$ cat src/pss_pkg.sv
package pss_pkg;

    localparam int unsigned DATA_W = 32;
    localparam int unsigned SUM_W  = 16;
    localparam int unsigned IRQ_W  = 5;

    // Byte addresses of the word-aligned registers.
    localparam logic [7:0] OFF_SUMMARY    = 8'h00;
    localparam logic [7:0] OFF_IRQ_STATUS = 8'h04;
    localparam logic [7:0] OFF_IRQ_CLEAR  = 8'h08;
    localparam logic [7:0] OFF_IRQ_ENABLE = 8'h0C;

    localparam logic [SUM_W-1:0] SUMMARY_RESET = 16'h0000;
    localparam logic [IRQ_W-1:0] IRQ_RESET     = 5'h00;

    // Field positions of the status summary register.
    localparam int unsigned BIT_RX_ERR    = 13;
    localparam int unsigned BIT_POLARITY  = 12;
    localparam int unsigned BIT_FALSE_CAR = 11;
    localparam int unsigned BIT_SIG_DET   = 10;
    localparam int unsigned BIT_DESC_LOCK = 9;
    localparam int unsigned BIT_PAGE_RX   = 8;
    localparam int unsigned BIT_INT_PEND  = 7;
    localparam int unsigned BIT_REM_FAULT = 6;
    localparam int unsigned BIT_JABBER    = 5;
    localparam int unsigned BIT_AN_DONE   = 4;
    localparam int unsigned BIT_LOOPBACK  = 3;
    localparam int unsigned BIT_DUPLEX    = 2;
    localparam int unsigned BIT_SPEED10   = 1;
    localparam int unsigned BIT_LINK      = 0;

    // Field positions of the interrupt status, clear and enable registers.
    localparam int unsigned IRQ_RX_ERR    = 0;
    localparam int unsigned IRQ_FALSE_CAR = 1;
    localparam int unsigned IRQ_REM_FAULT = 2;
    localparam int unsigned IRQ_PAGE_RX   = 3;
    localparam int unsigned IRQ_INT_PEND  = 4;

endpackage : pss_pkg

$ cat src/pss_status.sv
`timescale 1ns/1ps

// Notes on behaviour
// - Bits 15:14 always read zero; writes to them are ignored.
// - Receive-error latch sets on an error, clears only on error-counter read.
// - Polarity bit copies the 10BASE-T status bit; cleared by that register's read.
// - False-carrier latch sets on an event, clears only on counter read.
// - Signal-detect bit latches low and resets to zero.
// - Descrambler-lock bit latches low and resets to zero.
// - Page-received copies expansion flag; cleared by expansion read only.
// - Interrupt-pending latches high and clears on the read returning it.
// - Remote fault sets from partner, cleared by basic status read or reset.
// - Jabber copies the basic status jabber bit; summary read keeps it.
// - Auto-negotiation complete reads one once negotiation finished.
// - Loopback bit reads one while loopback is enabled.
// - Duplex bit from negotiation or forced mode, one is full duplex.
// - Speed bit from negotiation or forced mode, one is 10 Mb/s.
// - Link bit copies basic status link; summary read does not clear it.
// - Summary register is 16 bits and reads zero after hard reset.
module pss_status #(
    parameter int unsigned ADDR_W = 8
) (
    input  wire logic                        clock_i,
    input  wire logic                        rst_i,
    input  wire logic                        psel_i,
    input  wire logic                        penable_i,
    input  wire logic                        pwrite_i,
    input  wire logic [ADDR_W-1:0]           paddr_i,
    input  wire logic [pss_pkg::DATA_W-1:0]  pwdata_i,
    output logic      [pss_pkg::DATA_W-1:0]  prdata_o,
    output logic                             pready_o,
    output logic                             pslverr_o,
    input  wire logic                        rx_error_event_i,
    input  wire logic                        receive_error_counter_read_i,
    input  wire logic                        polarity_inverted_i,
    input  wire logic                        ten_base_t_status_read_i,
    input  wire logic                        false_carrier_event_i,
    input  wire logic                        false_carrier_counter_read_i,
    input  wire logic                        signal_detect_i,
    input  wire logic                        descrambler_lock_i,
    input  wire logic                        page_received_i,
    input  wire logic                        autoneg_expansion_read_i,
    input  wire logic                        phy_int_pending_i,
    input  wire logic                        remote_fault_i,
    input  wire logic                        basic_mode_status_read_i,
    input  wire logic                        jabber_i,
    input  wire logic                        an_complete_i,
    input  wire logic                        loopback_i,
    input  wire logic                        full_duplex_i,
    input  wire logic                        speed10_i,
    input  wire logic                        link_i,
    output logic                             irq_o
);

    logic [pss_pkg::SUM_W-1:0] summary;
    logic [pss_pkg::SUM_W-1:0] next_summary;
    logic [pss_pkg::IRQ_W-1:0] irq_status;
    logic [pss_pkg::IRQ_W-1:0] irq_enable;
    logic [pss_pkg::IRQ_W-1:0] irq_events;
    logic [7:0]                addr;
    logic                      setup;
    logic                      sum_read;
    logic                      wr_done;
    logic                      mapped;

    assign addr    = 8'(paddr_i);
    // Read side effects happen at the setup edge, the same edge that captures
    // prdata, so no event can slip between the sample and the clear.
    assign setup    = psel_i & ~penable_i;
    assign sum_read = setup & ~pwrite_i & (addr == pss_pkg::OFF_SUMMARY);
    assign wr_done  = psel_i & penable_i & pwrite_i;
    assign mapped   = (addr == pss_pkg::OFF_SUMMARY) | (addr == pss_pkg::OFF_IRQ_STATUS)
                    | (addr == pss_pkg::OFF_IRQ_CLEAR) | (addr == pss_pkg::OFF_IRQ_ENABLE);

    // One wait-free access phase: data was registered during setup.
    assign pready_o = 1'b1;

    always_comb begin
        next_summary = summary;
        next_summary[15:14] = 2'h0;
        // Latched-high flags: a set in the clearing cycle wins.
        if (receive_error_counter_read_i) begin
            next_summary[pss_pkg::BIT_RX_ERR] = 1'b0;
        end
        if (rx_error_event_i) begin
            next_summary[pss_pkg::BIT_RX_ERR] = 1'b1;
        end
        if (ten_base_t_status_read_i) begin
            next_summary[pss_pkg::BIT_POLARITY] = 1'b0;
        end
        if (polarity_inverted_i) begin
            next_summary[pss_pkg::BIT_POLARITY] = 1'b1;
        end
        if (false_carrier_counter_read_i) begin
            next_summary[pss_pkg::BIT_FALSE_CAR] = 1'b0;
        end
        if (false_carrier_event_i) begin
            next_summary[pss_pkg::BIT_FALSE_CAR] = 1'b1;
        end
        // Latched-low flags re-arm to the live level once software has read them.
        if (sum_read) begin
            next_summary[pss_pkg::BIT_SIG_DET]   = signal_detect_i;
            next_summary[pss_pkg::BIT_DESC_LOCK] = descrambler_lock_i;
        end else begin
            next_summary[pss_pkg::BIT_SIG_DET]   = summary[pss_pkg::BIT_SIG_DET] & signal_detect_i;
            next_summary[pss_pkg::BIT_DESC_LOCK] = summary[pss_pkg::BIT_DESC_LOCK]
                                                 & descrambler_lock_i;
        end
        if (autoneg_expansion_read_i) begin
            next_summary[pss_pkg::BIT_PAGE_RX] = 1'b0;
        end
        if (page_received_i) begin
            next_summary[pss_pkg::BIT_PAGE_RX] = 1'b1;
        end
        if (sum_read) begin
            next_summary[pss_pkg::BIT_INT_PEND] = 1'b0;
        end
        if (phy_int_pending_i) begin
            next_summary[pss_pkg::BIT_INT_PEND] = 1'b1;
        end
        if (basic_mode_status_read_i) begin
            next_summary[pss_pkg::BIT_REM_FAULT] = 1'b0;
        end
        if (remote_fault_i) begin
            next_summary[pss_pkg::BIT_REM_FAULT] = 1'b1;
        end
        next_summary[pss_pkg::BIT_JABBER]  = jabber_i;
        next_summary[pss_pkg::BIT_AN_DONE] = an_complete_i;
        next_summary[pss_pkg::BIT_LOOPBACK] = loopback_i;
        next_summary[pss_pkg::BIT_DUPLEX]  = full_duplex_i;
        next_summary[pss_pkg::BIT_SPEED10] = speed10_i;
        next_summary[pss_pkg::BIT_LINK]    = link_i;
    end

    // Bus writes never reach this register, so software writes cannot disturb it.
    always_ff @(posedge clock_i or posedge rst_i) begin
        if (rst_i) begin
            summary <= pss_pkg::SUMMARY_RESET;
        end else begin
            summary <= next_summary;
        end
    end

    // A latched-high flag other than polarity becoming set is an interrupt event.
    assign irq_events = {
        next_summary[pss_pkg::BIT_INT_PEND]  & ~summary[pss_pkg::BIT_INT_PEND],
        next_summary[pss_pkg::BIT_PAGE_RX]   & ~summary[pss_pkg::BIT_PAGE_RX],
        next_summary[pss_pkg::BIT_REM_FAULT] & ~summary[pss_pkg::BIT_REM_FAULT],
        next_summary[pss_pkg::BIT_FALSE_CAR] & ~summary[pss_pkg::BIT_FALSE_CAR],
        next_summary[pss_pkg::BIT_RX_ERR]    & ~summary[pss_pkg::BIT_RX_ERR]
    };

    always_ff @(posedge clock_i or posedge rst_i) begin
        if (rst_i) begin
            irq_status <= pss_pkg::IRQ_RESET;
        end else begin
            if (wr_done && addr == pss_pkg::OFF_IRQ_CLEAR) begin
                irq_status <= (irq_status & ~pwdata_i[pss_pkg::IRQ_W-1:0]) | irq_events;
            end else begin
                irq_status <= irq_status | irq_events;
            end
        end
    end

    always_ff @(posedge clock_i or posedge rst_i) begin
        if (rst_i) begin
            irq_enable <= pss_pkg::IRQ_RESET;
        end else if (wr_done && addr == pss_pkg::OFF_IRQ_ENABLE) begin
            irq_enable <= pwdata_i[pss_pkg::IRQ_W-1:0];
        end
    end

    always_ff @(posedge clock_i or posedge rst_i) begin
        if (rst_i) begin
            irq_o <= 1'b0;
        end else begin
            irq_o <= |(irq_status & irq_enable);
        end
    end

    always_ff @(posedge clock_i or posedge rst_i) begin
        if (rst_i) begin
            prdata_o  <= '0;
            pslverr_o <= 1'b0;
        end else if (setup) begin
            pslverr_o <= ~mapped;
            prdata_o  <= '0;
            if (!pwrite_i) begin
                unique case (1'b1)
                    addr == pss_pkg::OFF_SUMMARY:    prdata_o <= 32'(summary);
                    addr == pss_pkg::OFF_IRQ_STATUS: prdata_o <= 32'(irq_status);
                    addr == pss_pkg::OFF_IRQ_ENABLE: prdata_o <= 32'(irq_enable);
                    default:                         prdata_o <= '0;
                endcase
            end
        end
    end

    a_reserved_zero: assert property (@(posedge clock_i) disable iff (rst_i)
        summary[15:14] == 2'h0)
        else $error("reserved summary bits not zero");

    a_rxerr_latch: assert property (@(posedge clock_i) disable iff (rst_i)
        summary[pss_pkg::BIT_RX_ERR] && !receive_error_counter_read_i && !rx_error_event_i
        |=> summary[pss_pkg::BIT_RX_ERR] ##0 $stable(summary[pss_pkg::BIT_RX_ERR]))
        else $error("receive error latch lost");

    a_rxerr_set: assert property (@(posedge clock_i) disable iff (rst_i)
        rx_error_event_i |=> summary[pss_pkg::BIT_RX_ERR])
        else $error("receive error latch not set");

    a_polarity_copy: assert property (@(posedge clock_i) disable iff (rst_i)
        polarity_inverted_i ##1 (sum_read && !ten_base_t_status_read_i)
        |=> summary[pss_pkg::BIT_POLARITY])
        else $error("polarity cleared by summary read");

    a_false_carrier: assert property (@(posedge clock_i) disable iff (rst_i)
        false_carrier_event_i ##1 !false_carrier_counter_read_i [*2]
        |=> summary[pss_pkg::BIT_FALSE_CAR])
        else $error("false carrier latch lost");

    a_sigdet_low: assert property (@(posedge clock_i) disable iff (rst_i)
        !signal_detect_i ##1 !sum_read |=> !summary[pss_pkg::BIT_SIG_DET])
        else $error("signal detect low not latched");

    a_lock_low: assert property (@(posedge clock_i) disable iff (rst_i)
        !descrambler_lock_i ##1 !sum_read |=> !summary[pss_pkg::BIT_DESC_LOCK])
        else $error("descrambler lock low not latched");

    a_page_hold: assert property (@(posedge clock_i) disable iff (rst_i)
        page_received_i ##1 !autoneg_expansion_read_i |=> summary[pss_pkg::BIT_PAGE_RX])
        else $error("page received lost");

    a_int_cor: assert property (@(posedge clock_i) disable iff (rst_i)
        sum_read && !phy_int_pending_i |=> !summary[pss_pkg::BIT_INT_PEND])
        else $error("interrupt pending not cleared by read");

    a_rfault_clear: assert property (@(posedge clock_i) disable iff (rst_i)
        basic_mode_status_read_i && !remote_fault_i |=> !summary[pss_pkg::BIT_REM_FAULT])
        else $error("remote fault not cleared");

    a_mirror_bits: assert property (@(posedge clock_i) disable iff (rst_i)
        1'b1 |=> summary[5:0] == $past({jabber_i, an_complete_i, loopback_i,
                                        full_duplex_i, speed10_i, link_i}))
        else $error("mirrored status bits wrong");

    // Flag behaviour around the clearing reads: a set always wins, and a read that
    // belongs to another register never disturbs a flag it does not own.
    a_rxerr_clear: assert property (@(posedge clock_i) disable iff (rst_i)
        receive_error_counter_read_i && !rx_error_event_i
        |=> !summary[pss_pkg::BIT_RX_ERR])
        else $error("receive error latch not cleared");

    a_rxerr_keep: assert property (@(posedge clock_i) disable iff (rst_i)
        summary[pss_pkg::BIT_RX_ERR] && sum_read && !receive_error_counter_read_i
        |=> summary[pss_pkg::BIT_RX_ERR])
        else $error("receive error latch cleared by summary read");

    a_polarity_set: assert property (@(posedge clock_i) disable iff (rst_i)
        polarity_inverted_i |=> summary[pss_pkg::BIT_POLARITY])
        else $error("polarity bit not set");

    a_polarity_clear: assert property (@(posedge clock_i) disable iff (rst_i)
        ten_base_t_status_read_i && !polarity_inverted_i
        |=> !summary[pss_pkg::BIT_POLARITY])
        else $error("polarity bit not cleared");

    a_fcar_set: assert property (@(posedge clock_i) disable iff (rst_i)
        false_carrier_event_i |=> summary[pss_pkg::BIT_FALSE_CAR])
        else $error("false carrier latch not set");

    a_fcar_clear: assert property (@(posedge clock_i) disable iff (rst_i)
        false_carrier_counter_read_i && !false_carrier_event_i
        |=> !summary[pss_pkg::BIT_FALSE_CAR])
        else $error("false carrier latch not cleared");

    a_fcar_keep: assert property (@(posedge clock_i) disable iff (rst_i)
        summary[pss_pkg::BIT_FALSE_CAR] && sum_read && !false_carrier_counter_read_i
        |=> summary[pss_pkg::BIT_FALSE_CAR])
        else $error("false carrier latch cleared by summary read");

    a_sigdet_rearm: assert property (@(posedge clock_i) disable iff (rst_i)
        sum_read |=> summary[pss_pkg::BIT_SIG_DET] == $past(signal_detect_i))
        else $error("signal detect not re-armed by read");

    a_lock_rearm: assert property (@(posedge clock_i) disable iff (rst_i)
        sum_read |=> summary[pss_pkg::BIT_DESC_LOCK] == $past(descrambler_lock_i))
        else $error("descrambler lock not re-armed by read");

    a_sigdet_stay: assert property (@(posedge clock_i) disable iff (rst_i)
        !summary[pss_pkg::BIT_SIG_DET] && !sum_read
        |=> !summary[pss_pkg::BIT_SIG_DET])
        else $error("signal detect rose without a read");

    a_lock_stay: assert property (@(posedge clock_i) disable iff (rst_i)
        !summary[pss_pkg::BIT_DESC_LOCK] && !sum_read
        |=> !summary[pss_pkg::BIT_DESC_LOCK])
        else $error("descrambler lock rose without a read");

    a_page_set: assert property (@(posedge clock_i) disable iff (rst_i)
        page_received_i |=> summary[pss_pkg::BIT_PAGE_RX])
        else $error("page received not set");

    a_page_clear: assert property (@(posedge clock_i) disable iff (rst_i)
        autoneg_expansion_read_i && !page_received_i
        |=> !summary[pss_pkg::BIT_PAGE_RX])
        else $error("page received not cleared");

    a_page_keep: assert property (@(posedge clock_i) disable iff (rst_i)
        summary[pss_pkg::BIT_PAGE_RX] && sum_read && !autoneg_expansion_read_i
        |=> summary[pss_pkg::BIT_PAGE_RX])
        else $error("page received cleared by summary read");

    a_int_set: assert property (@(posedge clock_i) disable iff (rst_i)
        phy_int_pending_i |=> summary[pss_pkg::BIT_INT_PEND])
        else $error("interrupt pending not set");

    a_int_hold: assert property (@(posedge clock_i) disable iff (rst_i)
        summary[pss_pkg::BIT_INT_PEND] && !sum_read
        |=> summary[pss_pkg::BIT_INT_PEND])
        else $error("interrupt pending lost without a read");

    a_int_returned: assert property (@(posedge clock_i) disable iff (rst_i)
        summary[pss_pkg::BIT_INT_PEND] && sum_read
        |=> prdata_o[pss_pkg::BIT_INT_PEND])
        else $error("clearing read did not return interrupt pending");

    a_rfault_set: assert property (@(posedge clock_i) disable iff (rst_i)
        remote_fault_i |=> summary[pss_pkg::BIT_REM_FAULT])
        else $error("remote fault not set");

    a_rfault_hold: assert property (@(posedge clock_i) disable iff (rst_i)
        summary[pss_pkg::BIT_REM_FAULT] && !basic_mode_status_read_i
        |=> summary[pss_pkg::BIT_REM_FAULT])
        else $error("remote fault lost without a clearing read");

    // Bus-side checks: what software sees in the access phase is the register as it
    // stood at the setup edge, before that edge applied the read side effects.
    a_read_data: assert property (@(posedge clock_i) disable iff (rst_i)
        sum_read |=> prdata_o == 32'($past(summary)))
        else $error("summary read data wrong");

    a_upper_zero: assert property (@(posedge clock_i) disable iff (rst_i)
        prdata_o[pss_pkg::DATA_W-1:pss_pkg::SUM_W] == '0)
        else $error("read data above the register width not zero");

    a_write_ignored: assert property (@(posedge clock_i) disable iff (rst_i)
        setup && pwrite_i && addr == pss_pkg::OFF_SUMMARY
        |=> !pslverr_o)
        else $error("summary write flagged as error");

    a_unmapped_err: assert property (@(posedge clock_i) disable iff (rst_i)
        setup && !mapped
        |=> pslverr_o && prdata_o == '0)
        else $error("unmapped access not flagged");

    a_pready_high: assert property (@(posedge clock_i) disable iff (rst_i)
        pready_o)
        else $error("ready dropped");

    // Interrupt checks: status bits stay until a clear write, the output follows them.
    a_irq_level: assert property (@(posedge clock_i) disable iff (rst_i)
        1'b1
        |=> irq_o == |($past(irq_status) & $past(irq_enable)))
        else $error("interrupt output does not follow enabled status");

    a_irq_sticky: assert property (@(posedge clock_i) disable iff (rst_i)
        !(wr_done && addr == pss_pkg::OFF_IRQ_CLEAR)
        |=> (irq_status & $past(irq_status)) == $past(irq_status))
        else $error("interrupt status bit lost without a clear");

endmodule : pss_status

$ cat config.mk
export PLATFORM = sky130hd
export DESIGN_NAME = pss_status
export DESIGN_NICKNAME = d
export VERILOG_FILES = /design/src/pss_pkg.sv /design/src/pss_status.sv
export SDC_FILE = /design/constraint.sdc
export NUM_CORES = 1
export LEC_CHECK = 0
export BUFFER_PORTS_ARGS = -buffer_cell sky130_fd_sc_hd__buf_2
export CORE_ASPECT_RATIO = 1.1
export CORE_MARGIN = 2
export CORE_UTILIZATION = 48
export DETAILED_ROUTE_END_ITERATION = 8
export PLACE_DENSITY = 0.91
export SYNTH_ARGS = -nofsm -noshare
export SYNTH_HDL_FRONTEND = slang
export SYNTH_SLANG_ARGS = --single-unit
$ cat constraint.sdc
create_clock -name clock_i -period 3 [get_ports clock_i]
set_input_delay 0.6 -clock clock_i [delete_from_list [all_inputs] [get_ports clock_i]]
set_output_delay 0.6 -clock clock_i [all_outputs]
set_load 0.01 [all_outputs]
==> metrics.txt <==
Setup TNS Final 0 ps; post-route DRC violation count 0; ys async rst share 100%; Hold Buf Count CTS 0; Syn Inst Count 169; RSZ-0062 raised after global routing false; final wirelength 3.75 mm; CTS Sinks 40; Period minus WS final 2040 ps; measured slew at the worst slew-check pin 862 ps; number of synthesized register bits 40; height of the die 68.8 um; Worst setup SP type input pin; fin. max-slew vios 0; Clock Power Share 39.3%; Cell Rows 23; hold_sp link_i; Final ANT Viol Nets 0; area of placed instances 2040 um2; hold-critical path endpoint summary[0]$_DFF_PP0_; kind of critical path in2reg; hold-critical path depth 1; commonest non-fill, non-tap cell in the layout buf_2; Worst EP required 3180 ps; clk buf depth 2; worst rel slew slack 42.5%; DRT iter0 DRCs 93; HPWL Detailed 2.92 mm; crit share post-route 68.1%; leading cell types in the layout, fill and taps excluded 52 x buf_2, 40 x dfrtp_1, 20 x nand2_1, 19 x conb_1, 14 x inv_1; starting density of the core 50.1%; initial antenna violation count 0; Core ar. 3650 um2; worst-path maximum fanout 7; Psw 0.000245 W; CTS Buf Count 5; Port Buffers 52; Comb pwr share 9.0%; CP Data Arrival Time 2220 ps; gr ovfl total 0; share of power burned in registers 51.7%; routability congestion estimate 0.867; Setup violations, final 0; Layout Area Growth over Synthesis 17.5%; power consumption 0.00108 W; CTS tree yes; DR vias/cell 5.01; GRT Util Overall 18.8%; Critical R2R Capture prdata_o[2]$_DFFE_PP0N_; max frequency 489 MHz; post-synthesis cell area 1830 um2; maximum VDD drop 0.250 mV; Syn Area/Cell 10.8 um2; first-pass iteration count of the detailed router 4; design area 2150 um2; first-pass GRT wire length 6.00 mm; post_cts resized 0; worst r2r src irq_status[2]$_DFF_PP0_; Fin Hold WS 410 ps; Post-Layout Cell Count 272; Die Span X 62.9 um; DR WL/cell 13.8 um; placed insts 264; Final Skew 1.08 ps; sequential fraction of the synthesis area 54.7%; Worst Reg-to-Reg Cells 3; Hold Crit Class in2reg; share of layout cells above drive strength 1 33.3%; prevailing post-synth register cell dfrtp_1; Yosys cell types 27; R2R Setup Slk 1900 ps; Internal 0.000837 W; status finished, final reports clean; Sw Share 22.7%; Max-Cap Viols 0; PwrDens 503 nW/um2; Crit. End Element flip-flop; Leak Pwr 1.11 nW; vias in the first global route 1293; Vias 1363; Max H-tree Level 2; Post-synth EDFFs 0; Setup Fix Bufs, Post-CTS 0; DIE AREA 4320 um2; Ports 99; final hold violations 0; Clock Latency Late Sink 290 ps; Reg clk slew, reported paths 70 ps; largest net degree at the start of global routing 24; # diodes 0; NumNets Final 285; CTS Root Cell clkbuf_8; Warnings, synthesis 0
[critical path: stages]
cell    delay (ps)
buf_2          100
or4_4          580
or4_4          610
mux2_4         320
[worst max-delay path by stage]
stage                           from                        end  slack, ps
after floorplan           paddr_i[1]  irq_enable[0]$_DFFE_PP0P_        700
after global placement    paddr_i[1]  irq_enable[0]$_DFFE_PP0P_        660
after detailed placement  paddr_i[1]  irq_enable[4]$_DFFE_PP0P_        660
after CTS                 paddr_i[1]  irq_enable[4]$_DFFE_PP0P_        970
after global routing      paddr_i[1]  irq_enable[0]$_DFFE_PP0P_        930
final                     paddr_i[1]  irq_enable[4]$_DFFE_PP0P_        960
[power groups by stage]
stage	clock [W]	combinational [W]	sequential, W
2_1_floorplan	0	0.0000743	0.000570
3_3_place_gp	0	0.0000943	0.000569
3_5_place_dp	0	0.0000973	0.000570
4_1_cts	0.000435	0.0000976	0.000559
5_1_grt	0.000455	0.000110	0.000561
6_report	0.000426	0.0000970	0.000560
[cell usage after synthesis (3+ instances only)]
| cell type | number | share of area, % |
|---|---|---|
| buf_4 | 20 | 8.2 |
| o21ai_1 | 5 | 1.4 |
| a22oi_1 | 6 | 2.5 |
| mux2_4 | 5 | 4.1 |
| clkbuf_1 | 3 | 0.62 |
| o21ai_0 | 13 | 3.6 |
| o31ai_1 | 6 | 2.5 |
| nand2b_1 | 6 | 2.1 |
| mux2_2 | 5 | 3.1 |
| dfrtp_1 | 40 | 55 |
| inv_1 | 14 | 2.9 |
| o41ai_1 | 5 | 2.4 |
| nand2_1 | 20 | 4.1 |
[state kept, by name, summed over array words and instances, names as in the netlist]
register    flops
irq_enable      5
irq_status      5
prdata_o       14
pslverr_o       1
irq_o           1
summary        14
[metal layers]
layer | wire, um | GRT usage [%] | vias up
met5 | 0 | 0 | -
met4 | 79 | 8.06 | 0
met3 | 301 | 6.98 | 10
met2 | 1810 | 30.9 | 62
met1 | 1570 | 22.5 | 646
li1 | - | - | 645
[cell families (layout without fill, tap and decap cells)]
kind of cell           count (synthesis)  after routing  synth area share [%]
AO/OA/AOI/OAI                         40             40                  14.4
buffers and inverters                 40             76                  13.2
flip-flops                            40             40                  54.7
multiplexers                          10             10                  7.18
other                                  2             19                 0.410
AND/OR/NAND/NOR                       37             37                  10.1
[cell type report]
class | count | area, um2
Fill cell | 338 | 1500
Timing Repair Buffer | 54 | 275
Sequential cell | 40 | 1000
Tap cell | 50 | 62.6
Clock inverter | 2 | 35.0
Multi-Input combinational cell | 106 | 652
Inverter | 14 | 52.6
Clock buffer | 6 | 72.6
[metrics by stage]
| stage | utilization (%) | setup slack, ps |
|---|---|---|
| CTS | 58.8 | 966 |
| floorplan | - | 699 |
| finish | 58.8 | 957 |
| global placement | 55.9 | 663 |
| detailed placement | 55.9 | 657 |
| global route | 58.8 | 934 |
No activity file was read; power rests on OpenSTA's default activity.
